`config.mk`:
```
export PLATFORM = sky130hd
export DESIGN_NAME = panel_config_check
export DESIGN_NICKNAME = d
export VERILOG_FILES = /design/src/logic/panel_check_pkg.sv /design/src/logic/presence_if.sv /design/src/logic/panel_config_check.sv /design/src/logic/presence_sampler.sv
export VERILOG_INCLUDE_DIRS = /design/src /design/src/logic
export SDC_FILE = /design/constraint.sdc
export NUM_CORES = 1
export LEC_CHECK = 0
export BUFFER_PORTS_ARGS = -buffer_cell sky130_fd_sc_hd__buf_2
export CAP_MARGIN = 20
export CORE_MARGIN = 2
export CORE_UTILIZATION = 25
export CTS_BUF_LIST = sky130_fd_sc_hd__clkbuf_16
export DETAILED_ROUTE_END_ITERATION = 16
export GPL_ROUTABILITY_DRIVEN = 0
export PLACE_DENSITY_LB_ADDON = 0.25
export SYNTH_ARGS = -nofsm -noshare
export SYNTH_HDL_FRONTEND = slang
export SYNTH_SLANG_ARGS = --single-unit
```
`constraint.sdc`:
```
create_clock -name sys_clk_i -period 3.2 [get_ports sys_clk_i]
set_input_delay 0 -clock sys_clk_i [delete_from_list [all_inputs] [get_ports sys_clk_i]]
set_output_delay 0 -clock sys_clk_i [all_outputs]
set_load 0.02 [all_outputs]
```
`src/logic/panel_check_defines.svh`:
```
// Offsets, field positions, reset values and counts of the panel check block
`ifndef PANEL_CHECK_DEFINES_SVH
`define PANEL_CHECK_DEFINES_SVH

// ----------------------------------------------------------------------
// Register byte offsets
// ----------------------------------------------------------------------
`define PCK_OFS_PARAM     5'h00
`define PCK_OFS_STATUS    5'h04
`define PCK_OFS_EVENT     5'h08
`define PCK_OFS_MASK      5'h0C
`define PCK_OFS_COMMAND   5'h10

// ----------------------------------------------------------------------
// Parameter register fields and reset values
// ----------------------------------------------------------------------
`define PCK_PARAM_RELAX_BIT    0
`define PCK_PARAM_EXPECT_BIT   1
`define PCK_RELAX_RESET        1'h1
`define PCK_EXPECT_RESET       1'h1

// ----------------------------------------------------------------------
// Status register fields
// ----------------------------------------------------------------------
`define PCK_STAT_ALLOWED_BIT   0
`define PCK_STAT_FAULT_BIT     1
`define PCK_STAT_DIAG_BIT      2
`define PCK_STAT_PANEL_BIT     3
`define PCK_STAT_TRIPPED_BIT   4
`define PCK_STAT_RUN_BIT       5

// ----------------------------------------------------------------------
// Event register fields (mask has the same layout)
// ----------------------------------------------------------------------
`define PCK_EVT_WIDTH          4
`define PCK_EVT_MISMATCH_BIT   0
`define PCK_EVT_TRIP_BIT       1
`define PCK_EVT_AUTOCLR_BIT    2
`define PCK_EVT_MODULE_BIT     3
`define PCK_EVT_RESET          4'h0
`define PCK_MASK_RESET         4'h0

// ----------------------------------------------------------------------
// Command register fields
// ----------------------------------------------------------------------
`define PCK_CMD_TRIP_RESET_BIT 0

// ----------------------------------------------------------------------
// Presence sampling depth in clock cycles
// ----------------------------------------------------------------------
`define PCK_SYNC_STAGES        2

`endif

```
`src/logic/panel_check_pkg.sv`:
```
// Types shared by the panel check block
package panel_check_pkg;

    // Operating state of the relay
    typedef enum logic [1:0] {
        ST_IDLE,
        ST_RUN,
        ST_TRIPPED
    } op_state_t;

endpackage : panel_check_pkg

```
`src/logic/presence_if.sv`:
```
// Sampled panel and current-module status between sampler and checker
`timescale 1ns/100ps
`default_nettype none

interface presence_if;
    logic panel_present;   // Sampled panel presence
    logic module_comm_bad; // Sampled current-module link fault
    logic module_wrong;    // Sampled wrong current module

    // Sampler drives, compare logic reads
    modport sampler (output panel_present, output module_comm_bad, output module_wrong);
    modport watcher (input panel_present, input module_comm_bad, input module_wrong);
endinterface : presence_if

`default_nettype wire

```
`src/logic/panel_config_check.sv`:
```
// Operator panel configuration check with Avalon-MM register access
//
// Decided for this implementation: the Avalon-MM interface to the registers and the register offsets.
`timescale 1ns/100ps
`default_nettype none

`include "panel_check_defines.svh"

module panel_config_check
    import panel_check_pkg::*;
(
    // Clock and reset
    input  wire logic        sys_clk_i,
    input  wire logic        sys_rst_i,
    // Avalon-MM slave
    input  wire logic [4:0]  avs_address_i,
    input  wire logic        avs_read_i,
    input  wire logic        avs_write_i,
    input  wire logic [31:0] avs_writedata_i,
    input  wire logic [3:0]  avs_byteenable_i,
    output logic      [31:0] avs_readdata_o,
    output logic             avs_waitrequest_o,
    // Device status inputs
    input  wire logic        panel_present_i,
    input  wire logic        module_comm_bad_i,
    input  wire logic        module_wrong_i,
    input  wire logic        run_cmd_i,
    // Device outputs
    output logic             operation_allowed_o,
    output logic             contactor_on_o,
    output logic             group_fault_o,
    output logic             config_mismatch_o,
    output logic             irq_o
);

    // ------------------------------------------------------------------
    // Declarations
    // ------------------------------------------------------------------
    presence_if                   pres ();        // Sampled status bundle
    logic                         relax;          // Strictness parameter
    logic                         panel_expected; // Panel preset
    op_state_t                    state;          // Operating state
    op_state_t                    next_state;     // Next operating state
    logic                         cause_unexp;    // Trip from unexpected panel
    logic                         ack;            // Bus answer cycle
    logic                         bus_access;     // Request pending
    logic                         wr_en;          // Write takes effect
    logic                         enf_mismatch;   // Enforced mismatch now
    logic                         enf_mismatch_q; // Previous enforced mismatch
    logic                         module_bad;     // Any module fault
    logic                         module_bad_q;   // Previous module fault
    logic                         trip_reset;     // Trip acknowledge pulse
    logic                         auto_clear;     // Automatic fault clear
    logic [`PCK_EVT_WIDTH-1:0]    evt_status;     // Sticky events
    logic [`PCK_EVT_WIDTH-1:0]    evt_mask;       // Event enables
    logic [`PCK_EVT_WIDTH-1:0]    evt_set;        // Event pulses
    logic [`PCK_EVT_WIDTH-1:0]    evt_clr;        // Write-one-to-clear
    logic [31:0]                  next_rdata;     // Read mux

    // ------------------------------------------------------------------
    // Presence sampling
    // ------------------------------------------------------------------
    // Sampled presence gives a fixed compare latency
    presence_sampler u_sampler (
        .sys_clk_i         (sys_clk_i),
        .sys_rst_i         (sys_rst_i),
        .panel_present_i   (panel_present_i),
        .module_comm_bad_i (module_comm_bad_i),
        .module_wrong_i    (module_wrong_i),
        .smp               (pres.sampler)
    );

    // ------------------------------------------------------------------
    // Avalon-MM slave timing
    // ------------------------------------------------------------------
    // One wait state: answer on the second edge of a request
    assign bus_access        = avs_read_i | avs_write_i;
    assign avs_waitrequest_o = bus_access & ~ack;
    assign wr_en             = avs_write_i & ack & avs_byteenable_i[0];

    // Answer flag, high for one cycle per request
    always_ff @(posedge sys_clk_i or posedge sys_rst_i) begin
        if (sys_rst_i) begin
            ack <= 1'b0;
        end else begin
            ack <= bus_access & ~ack;
        end
    end

    // ------------------------------------------------------------------
    // Parameters, written only over the register bus
    // ------------------------------------------------------------------
    // Strictness and preset; no local control reaches them
    always_ff @(posedge sys_clk_i or posedge sys_rst_i) begin
        if (sys_rst_i) begin
            relax          <= `PCK_RELAX_RESET;
            panel_expected <= `PCK_EXPECT_RESET;
        end else if (wr_en && avs_address_i == `PCK_OFS_PARAM) begin
            relax          <= avs_writedata_i[`PCK_PARAM_RELAX_BIT];
            panel_expected <= avs_writedata_i[`PCK_PARAM_EXPECT_BIT];
        end
    end

    // Trip acknowledge from the command register
    assign trip_reset = wr_en && avs_address_i == `PCK_OFS_COMMAND
                        && avs_writedata_i[`PCK_CMD_TRIP_RESET_BIT];

    // ------------------------------------------------------------------
    // Configuration compare
    // ------------------------------------------------------------------
    // Mismatch only counts while the check is enforced
    assign enf_mismatch = ~relax & (pres.panel_present != panel_expected);
    assign module_bad   = pres.module_comm_bad | pres.module_wrong;

    // Unexpected panel gone while tripped for it
    assign auto_clear = (state == ST_TRIPPED) && cause_unexp
                        && !pres.panel_present && !panel_expected;

    // ------------------------------------------------------------------
    // Operating state machine
    // ------------------------------------------------------------------
    // Next state from command, compare and acknowledges
    always_comb begin
        next_state = state;
        case (state)
            ST_IDLE: begin
                if (enf_mismatch && pres.panel_present) begin
                    next_state = ST_TRIPPED;
                end else if (run_cmd_i && !enf_mismatch) begin
                    next_state = ST_RUN;
                end
            end
            ST_RUN: begin
                if (enf_mismatch) begin
                    next_state = ST_TRIPPED;
                end else if (!run_cmd_i) begin
                    next_state = ST_IDLE;
                end
            end
            ST_TRIPPED: begin
                if (relax || auto_clear) begin
                    next_state = ST_IDLE;
                end else if (trip_reset && !enf_mismatch) begin
                    next_state = ST_IDLE;
                end
            end
            default: begin
                next_state = ST_IDLE;
            end
        endcase
    end

    // State register
    always_ff @(posedge sys_clk_i or posedge sys_rst_i) begin
        if (sys_rst_i) begin
            state <= ST_IDLE;
        end else begin
            state <= next_state;
        end
    end

    // Remember whether the trip came from an unexpected panel
    always_ff @(posedge sys_clk_i or posedge sys_rst_i) begin
        if (sys_rst_i) begin
            cause_unexp <= 1'b0;
        end else if (state != ST_TRIPPED && next_state == ST_TRIPPED) begin
            cause_unexp <= pres.panel_present & ~panel_expected;
        end
    end

    // ------------------------------------------------------------------
    // Device outputs
    // ------------------------------------------------------------------
    // Operation blocked while tripped or mismatched
    assign operation_allowed_o = (state != ST_TRIPPED) && !enf_mismatch;
    assign contactor_on_o      = (state == ST_RUN);
    // Group fault on trip or on any enforced mismatch
    assign group_fault_o       = (state == ST_TRIPPED) || enf_mismatch;
    // Diagnostic from the panel check or from the current module
    assign config_mismatch_o   = enf_mismatch || (state == ST_TRIPPED)
                                 || module_bad;

    // ------------------------------------------------------------------
    // Events and interrupt
    // ------------------------------------------------------------------
    // Edge history for event pulses
    always_ff @(posedge sys_clk_i or posedge sys_rst_i) begin
        if (sys_rst_i) begin
            enf_mismatch_q <= 1'b0;
            module_bad_q   <= 1'b0;
        end else begin
            enf_mismatch_q <= enf_mismatch;
            module_bad_q   <= module_bad;
        end
    end

    // Event pulses in register layout
    always_comb begin
        evt_set = '0;
        evt_set[`PCK_EVT_MISMATCH_BIT] = enf_mismatch & ~enf_mismatch_q;
        evt_set[`PCK_EVT_TRIP_BIT]     = (state != ST_TRIPPED) && (next_state == ST_TRIPPED);
        evt_set[`PCK_EVT_AUTOCLR_BIT]  = auto_clear & ~relax;
        evt_set[`PCK_EVT_MODULE_BIT]   = module_bad & ~module_bad_q;
    end

    // Write-one-to-clear mask of the event register
    assign evt_clr = (wr_en && avs_address_i == `PCK_OFS_EVENT)
                     ? avs_writedata_i[`PCK_EVT_WIDTH-1:0] : '0;

    // Sticky events; a new event wins over its clear
    always_ff @(posedge sys_clk_i or posedge sys_rst_i) begin
        if (sys_rst_i) begin
            evt_status <= `PCK_EVT_RESET;
        end else begin
            evt_status <= (evt_status & ~evt_clr) | evt_set;
        end
    end

    // Event enables
    always_ff @(posedge sys_clk_i or posedge sys_rst_i) begin
        if (sys_rst_i) begin
            evt_mask <= `PCK_MASK_RESET;
        end else if (wr_en && avs_address_i == `PCK_OFS_MASK) begin
            evt_mask <= avs_writedata_i[`PCK_EVT_WIDTH-1:0];
        end
    end

    // Level interrupt while any enabled event stands
    assign irq_o = |(evt_status & evt_mask);

    // ------------------------------------------------------------------
    // Read data
    // ------------------------------------------------------------------
    // Register select; unmapped offsets read zero
    always_comb begin
        next_rdata = 32'h0000_0000;
        case (avs_address_i)
            `PCK_OFS_PARAM: begin
                next_rdata[`PCK_PARAM_RELAX_BIT]  = relax;
                next_rdata[`PCK_PARAM_EXPECT_BIT] = panel_expected;
            end
            `PCK_OFS_STATUS: begin
                next_rdata[`PCK_STAT_ALLOWED_BIT] = operation_allowed_o;
                next_rdata[`PCK_STAT_FAULT_BIT]   = group_fault_o;
                next_rdata[`PCK_STAT_DIAG_BIT]    = config_mismatch_o;
                next_rdata[`PCK_STAT_PANEL_BIT]   = pres.panel_present;
                next_rdata[`PCK_STAT_TRIPPED_BIT] = (state == ST_TRIPPED);
                next_rdata[`PCK_STAT_RUN_BIT]     = (state == ST_RUN);
            end
            `PCK_OFS_EVENT: begin
                next_rdata[`PCK_EVT_WIDTH-1:0] = evt_status;
            end
            `PCK_OFS_MASK: begin
                next_rdata[`PCK_EVT_WIDTH-1:0] = evt_mask;
            end
            default: begin
                next_rdata = 32'h0000_0000;
            end
        endcase
    end

    // Read data captured on the wait cycle, stands at the answer edge
    always_ff @(posedge sys_clk_i or posedge sys_rst_i) begin
        if (sys_rst_i) begin
            avs_readdata_o <= 32'h0000_0000;
        end else if (avs_read_i && !ack) begin
            avs_readdata_o <= next_rdata;
        end
    end
endmodule : panel_config_check

`default_nettype wire

```
`src/logic/presence_sampler.sv`:
```
// Fixed-depth sampler for panel presence and current-module status
`timescale 1ns/100ps
`default_nettype none

`include "panel_check_defines.svh"

module presence_sampler (
    // Clock and reset
    input  wire logic  sys_clk_i,
    input  wire logic  sys_rst_i,
    // Raw status inputs
    input  wire logic  panel_present_i,
    input  wire logic  module_comm_bad_i,
    input  wire logic  module_wrong_i,
    // Sampled status
    presence_if.sampler smp
);

    // ------------------------------------------------------------------
    // Sampling chain
    // ------------------------------------------------------------------
    logic [`PCK_SYNC_STAGES-1:0] panel_chain;   // Presence stages
    logic [1:0]                  module_stage;  // Module status stage

    // Shift presence through a fixed number of stages
    always_ff @(posedge sys_clk_i or posedge sys_rst_i) begin
        if (sys_rst_i) begin
            panel_chain <= '0;
        end else begin
            panel_chain <= {panel_chain[`PCK_SYNC_STAGES-2:0], panel_present_i};
        end
    end

    // Register module status once
    always_ff @(posedge sys_clk_i or posedge sys_rst_i) begin
        if (sys_rst_i) begin
            module_stage <= 2'h0;
        end else begin
            module_stage <= {module_wrong_i, module_comm_bad_i};
        end
    end

    // Last stage only leaves the sampler
    assign smp.panel_present   = panel_chain[`PCK_SYNC_STAGES-1];
    assign smp.module_comm_bad = module_stage[0];
    assign smp.module_wrong    = module_stage[1];

endmodule : presence_sampler

`default_nettype wire

```
==> results of run 1 <==
Yosys cell counts, types with 2 or more instances:
cell type,n,share of area
a21o_1,3,0.016
a22oi_1,3,0.016
buf_2,3,0.011
buf_4,26,0.14
dfrtp_1,24,0.42
dfstp_2,2,0.037
inv_1,6,0.016
mux2_2,8,0.064
nand2_1,9,0.024
nand2b_1,3,0.013
nand3_1,2,0.0071
nand4_1,7,0.031
nor2_1,7,0.019
nor2b_1,4,0.018
o21ai_0,3,0.011
o2bb2ai_1,2,0.012
o31ai_1,3,0.016
state kept, by name, summed over array words and instances (netlist names):
signal	count
enf_mismatch_q	1
cause_unexp	1
avs_readdata_o	6
panel_expected	1
relax	1
ack	1
evt_mask	4
u_sampler.panel_chain	2
module_bad_q	1
evt_status	4
u_sampler.module_stage	2
state	2
stage by stage:
stage,power [µW],setup WS (ns),util,hold slack [ns],cell area (µm²)
after global routing,941,1.19,0.311,0.0128,1700
after CTS,889,1.29,0.304,0.0147,1670
final,884,1.31,0.311,0.0152,1700
after global placement,601,1.29,0.279,0.108,1530
after detailed placement,602,1.31,0.279,0.109,1530
after floorplan,569,1.24,-,0.0314,1510
worst paths after layout:
| kind | start | depth (start not counted) | slack (ns) | end |
|---|---|---|---|---|
| max in group asynchronous | sys_rst_i | 4 | 2.52 | panel_expected |
| setup / recovery | panel_expected | 4 | 1.31 | cause_unexp |
| setup reg to reg | panel_expected | 4 | 1.31 | cause_unexp |
| hold reg to reg | u_sampler.panel_chain[0] | 0 | 0.36 | u_sampler.panel_chain[1] |
| min in group asynchronous | sys_rst_i | 3 | 0.20 | avs_readdata_o[2] |
| hold / removal | avs_writedata_i[1] | 2 | 0.02 | panel_expected |
cell type report:
| cell class | count | share of cell area |
|---|---|---|
| Inverter | 6 | 0.0132 |
| Clock inverter | 1 | 0.00220 |
| Tap cell | 72 | 0.0529 |
| Sequential cell | 26 | 0.384 |
| Timing Repair Buffer | 37 | 0.143 |
| Multi-Input combinational cell | 99 | 0.361 |
| Clock buffer | 3 | 0.0441 |
per-layer routing:
metal,routed length (µm),vias up,part of all wire
met4,49,0,0.016
li1,-,502,-
met3,183,4,0.061
met2,1410,38,0.47
met5,0,-,0
met1,1350,501,0.45
power by group:
part           internal, µW  total [µW]  switching, µW
Clock                   167         279            112
Combinational          77.8         207            129
Sequential              363         398           34.8
Total                   608         884            276
critical path, cell delays in order, from the launching register on:
cell,delay [ns]
dfstp_2,0.55
inv_1,0.05
ha_1,0.36
nor4_1,0.44
mux2_2,0.38
logic make-up after synthesis:
kind of cell	Yosys count	synth area share
AO/OA/AOI/OAI	21	0.110
adder cells (fa/ha/maj)	1	0.00883
buffers and inverters	37	0.170
flip-flops	26	0.461
multiplexers	9	0.0707
other	1	0.00265
AND/OR/NAND/NOR	42	0.176
==> impl_summary.md, run 1 <==
Global route
After global routing the overflow that remains totals 0. The via count of the first global-routing pass is 966. The global routing usage summed across all routing layers is 0.104.

For met1 alone, demand over resource in global routing was 0.140. In the global route stage, met3 resource usage came out at 0.0330. The busiest metal layer after global routing is met2. The first global-routing pass estimated 4930 µm of wire.

The number of antenna violations at the first check in global routing is 0. The met2 global-route usage is 0.157. The maximum number of pins on one net before global-route repair is 27.

Yosys
The share of the Yosys chip area taken by registers is 0.461. The prevailing post-synth register cell is dfrtp_1. Synthesis produced 137 cells.

The synthesized area divided by synthesized cell count is 10.3 µm². The number of library cell types mapped by synthesis is 39. In this run, synthesis produced a sequential element count of 26. In this run, synthesis inferred 0 flip-flops with an integrated enable.

The total of warnings raised by yosys is 0. The post-synthesis instance area is 0.00142 mm². Counting flops with an async set or reset pin after synthesis yields a share of 1.00.

Timing
The number of hold violations in the final report is 0. Clock skew on the completed layout was measured at 0.00576 ns. Dividing the final minimum period by the clock period gives 0.591. Setup repair after global routing left no endpoint under its margin. Setup violations remaining at the end of the flow were counted as 0. The worst path in the final design needs a cycle of 1.89 ns, including I/O delays and setup. After routing, the total negative slack on setup checks comes to 0 ns. The total count of max-transition violations in the final report was 0. Derived from the worst setup path, the maximum achievable clock frequency is 0.529 GHz.

Clocking
The maximum number of buffers from clock root to sink is 2. For this design, the sink count on the clock tree is 26. Buffers inserted during clock tree synthesis total 3. The later pin in the worst-skew pair is clocked with a latency of 0.26 ns. The cell sitting at the root of the clock tree is a clkbuf_16. The clock transition at the registers of the reported paths is 0.06 ns. Once the clock tree was built, the resizer swapped 0 gates to a different size. The post-CTS setup repair buffer count is 0. TritonCTS built the clock tree. In this run the number of H-tree levels came out at 1. The number of buffers added to fix hold violations after cts is 6.

Layout
After filler insertion, the fill cell instance count of the layout stands at 589. Compared with the post-synthesis result, the final layout area differs by 20.2%. Leaving out fill and tap cells, the most frequent cell in the layout is buf_2.

The library cells used most frequently in the layout, excluding fill and tap cells, are buf_2 (29), conb_1 (26), dfrtp_1 (24). Summing all flip-flop and latch instances after layout gives 653 µm². The number of inserted diodes is 0.

The share of cells above drive strength 1 is 0.267. The multi-input gate area in the final layout is 616 µm². The final instance count without filler cells is 244. The net count of the finished layout is 223.

Critical path
The kind of end point of the critical path is a flip-flop. STA classifies the critical path startpoint as a flip-flop. At the worst endpoint, the required time is 3.35 ns. For the worst setup path, the data arrival time is 2.04 ns. By startpoint and endpoint, the worst setup path is classified as reg -> reg. The worst-path maximum fanout is 7.

Routing
For this run, the detailed router's first-pass iteration total came to 4. In this run, the number of DRC markers left after iteration 0 of detailed routing was 55. The count of nets left with antenna violations once routing finished came out at 0.

The sum of routed wire length over all layers is 2990 µm. Dividing the detail-routed wire length by the instance count gives 12.3 µm. In the routed design, unresolved DRC markers number 0.

Across all layers, the routed design uses 1045 vias. Using the TritonRoute via totals, the vias-per-cell ratio works out to 4.28.

Hold path
The class of the worst hold path is in -> reg.

Floorplan
Measured along the x axis, the die boundary spans 79.3 µm. The die is 79.3 µm tall. The floorplan has 27 rows. The area of the core is 0.00547 mm². The count of pins on the block boundary is 87. The initial standard-cell utilization of the core is 0.259. The overall die area is 0.00628 mm².

Run
The number of maximum-capacitance violations is 0.

Power
The total leakage power is 0.000804 µW. VDD sags by at most 0.000338 V. The power per unit of standard cell area is 519 mW/mm².

Outcome
The run finished with clean final reports.

Placed design
The number of input and output port buffers inserted is 29. The sum of net half-perimeters after detailed placement is 2260 µm. Counting tap cells, the placed design contains a total of 232 instances.
Note: power is estimated with default switching activity, not from simulation.
==> run 2, diff against run 1 <==
clock period = 1.78 ns   (was 3.2 ns; I/O delays follow)
==> run 2 against run 1 <==
First-iteration DRC count is 24% lower. Count of clock-buffer cells in the layout stayed put. Cell area is 2.8% higher. Critical endpoint is now config_mismatch_o.
==> impl_summary.md, run 2 (synthesis gave the netlist of run 1 again) <==
Hold path
The worst hold path begins at avs_write_i. For hold timing, the worst endpoint is ack. The worst hold path was traced through 3 stages. The class of the worst hold path is in -> reg.

Critical path
The category of the worst setup path launch point is a flip-flop. Along the worst path, the maximum fanout reaches 5. The launching point of the worst reg2reg path is panel_expected.

The kind of end point of the critical path is a primary output. By startpoint and endpoint, the worst setup path is classified as reg -> out. Counting cells, the worst reg-to-reg path comes to 4. The critical register-to-register path endpoint is cause_unexp. The worst path arrival time is 1.64 ns. In this run the register-to-register setup slack is 0.16 ns.

At the worst endpoint, the required time is 1.78 ns.

Layout
The share of cells above drive strength 1 is 0.309. The final instance count without filler cells is 250. The largest registers in the layout are avs_readdata_o x6, evt_mask x4, evt_status x4.

In the final layout, the multi-input gates occupy 638 µm². In the final design database the tool counted 229 nets. The final standard cell area without fillers is 0.00175 mm². The most common cell after layout, fill and taps aside is buf_2. Counting the fill cells in the layout gives 597. Leaving out fill and tap cells, the most frequent cells in the layout are buf_2 (29), conb_1 (26), dfrtp_1 (24).

The layout-stage area growth over the synthesis result is 23.6%. The area used by sequential logic in the layout is 653 µm². More flip-flops sit in one register than any other, and that register is avs_readdata_o. The repair_antennas step left the layout with diodes totalling 0. The register with the most flip-flops in the layout has 6 of them.

Clocking
The total clock buffers created by CTS is 3. In this run the number of H-tree levels came out at 1. The post-CTS setup repair buffer count is 0. The number of clock sinks is 26. The clock reaches the later pin of the worst-skew pair after 0.26 ns.

TritonCTS built the clock tree. The clock transition at the registers of the reported paths is 0.07 ns. The cell sitting at the root of the clock tree is a clkbuf_16. The maximum number of buffers from clock root to sink is 2.

Power
The worst-case IR drop observed on VDD is 0.000519 V. Power spread over the standard cell area amounts to 923 mW/mm². For this design the static power due to leakage is 0.000829 µW.

Timing
On the final layout, the worst clock skew is 0.00749 ns. The number of hold violations in the final report is 0. The minimum hold slack is 0.0141 ns. The final worst-path setup slack is 0.137 ns. Setup repair after global routing left no endpoint under its margin. The time the worst path needs with I/O delays and setup is 1.64 ns. Of the available clock period, the critical path in the final layout requires 0.923. The total count of max-transition violations in the final report is 0. The maximum clock rate is 0.609 GHz.

The number of endpoints failing setup at the final stage is 0.

Routing
The post-route DRC violation count is 0. The first TritonRoute pass finished after 4 iterations. The wire length per cell after detailed routing is 12.0 µm. The number of vias per cell is 4.23. The number of nets with antenna violations after detailed routing is 0.

The final route contains 1057 vias. The sum of routed wire length over all layers is 3010 µm. In this run, the number of DRC markers left after iteration 0 of detailed routing was 42.

Placed design
The minimum setup slack after placement is -0.00453 ns. The number of input and output port buffers inserted is 29. In this run, placement finished with an instance count of 239. Detailed placement ended at an HPWL of 2320 µm. The cell area after placement is 0.00158 mm².

Floorplan
The initial standard-cell utilization of the core is 0.259. The floorplan step defined a die boundary enclosing 0.00628 mm². The floorplan has 27 rows. The floorplan step set the die width to 79.3 µm. The count of pins on the block boundary is 87. The core region is 0.00547 mm².

The chip height is 79.3 µm.

Outcome
The run finished with clean final reports.

Global route
Entering global routing, the biggest net connects 27 pins. The global routing usage summed across all routing layers is 0.102. Global routing finished with a remaining overflow of 0. The number of antenna violations at the first check in global routing is 0.

The via count of the first global-routing pass was 1003. The global-route wire length before repair is 4950 µm.

Run
The tool flagged a number of max-cap violations equal to 0.
-- run 2: cell types whose count changed in the layout (fill, tap and decap cells not counted) --
cell | previous run | this run
buf_4 | 0 | 7
buf_16 | 1 | 0
ha_1 | 1 | 0
ha_4 | 0 | 1
nor4_1 | 1 | 0
nor4_2 | 0 | 1
o21ai_0 | 3 | 2
o21ai_2 | 0 | 1
-- run 2: per-stage QoR --
stage / TNS [ns] / total power (µW) / utilization
after detailed placement: -0.00453 / 1110 / 0.289
after floorplan: 0 / 1020 / -
after global routing: 0 / 1710 / 0.320
after CTS: 0 / 1630 / 0.318
after global placement: 0 / 1110 / 0.289
final: 0 / 1620 / 0.320
-- run 2: power by group --
group	switching [µW]	leakage (µW)	internal (µW)
Sequential	65.5	0.000312	652
Combinational	240	0.000475	161
Clock	197	0.0000423	300
-- run 2: per-layer routing --
metal / routed length [µm] / global-route usage / vias to the layer above
met2: 1410 / 0.164 / 37
met5: 0 / 0 / -
met3: 214 / 0.0352 / 2
met1: 1370 / 0.136 / 507
met4: 16 / 0.0155 / 0
li1: - / - / 511
-- run 2: area by class of cell --
| type | count | area share |
|---|---|---|
| flip-flops and latches | 26 | 0.373 |
| multi-input cells | 99 | 0.365 |
| repair buffers | 43 | 0.153 |
| well taps | 72 | 0.0515 |
| clock buffers | 3 | 0.0429 |
| inverters | 6 | 0.0129 |
| clock inverters | 1 | 0.00214 |
-- run 2: worst max-delay path: stages, from the launching register on --
cell and delay (ns):
dfstp_2 0.54, inv_1 0.08, ha_4 0.23, buf_4 0.15, o21ai_2 0.12, inv_1 0.06
nand2_1 0.05, buf_2 0.15
-- run 2: worst max-delay path by stage --
stage,cells after the start,startpoint,slack (ns),to
after floorplan,5,panel_expected,0.06,config_mismatch_o
after global placement,4,panel_expected,0.007,cause_unexp
after detailed placement,4,panel_expected,-0.005,cause_unexp
after CTS,7,panel_expected,0.03,config_mismatch_o
after global routing,7,panel_expected,0.05,config_mismatch_o
final,7,panel_expected,0.14,config_mismatch_o
-- run 2: timing repair --
action	CTS	global route
gates resized for setup	2	1
hold buffers	7	0
endpoints found under the hold margin	30	0
gates cloned	0	0
setup endpoints to repair	2	2
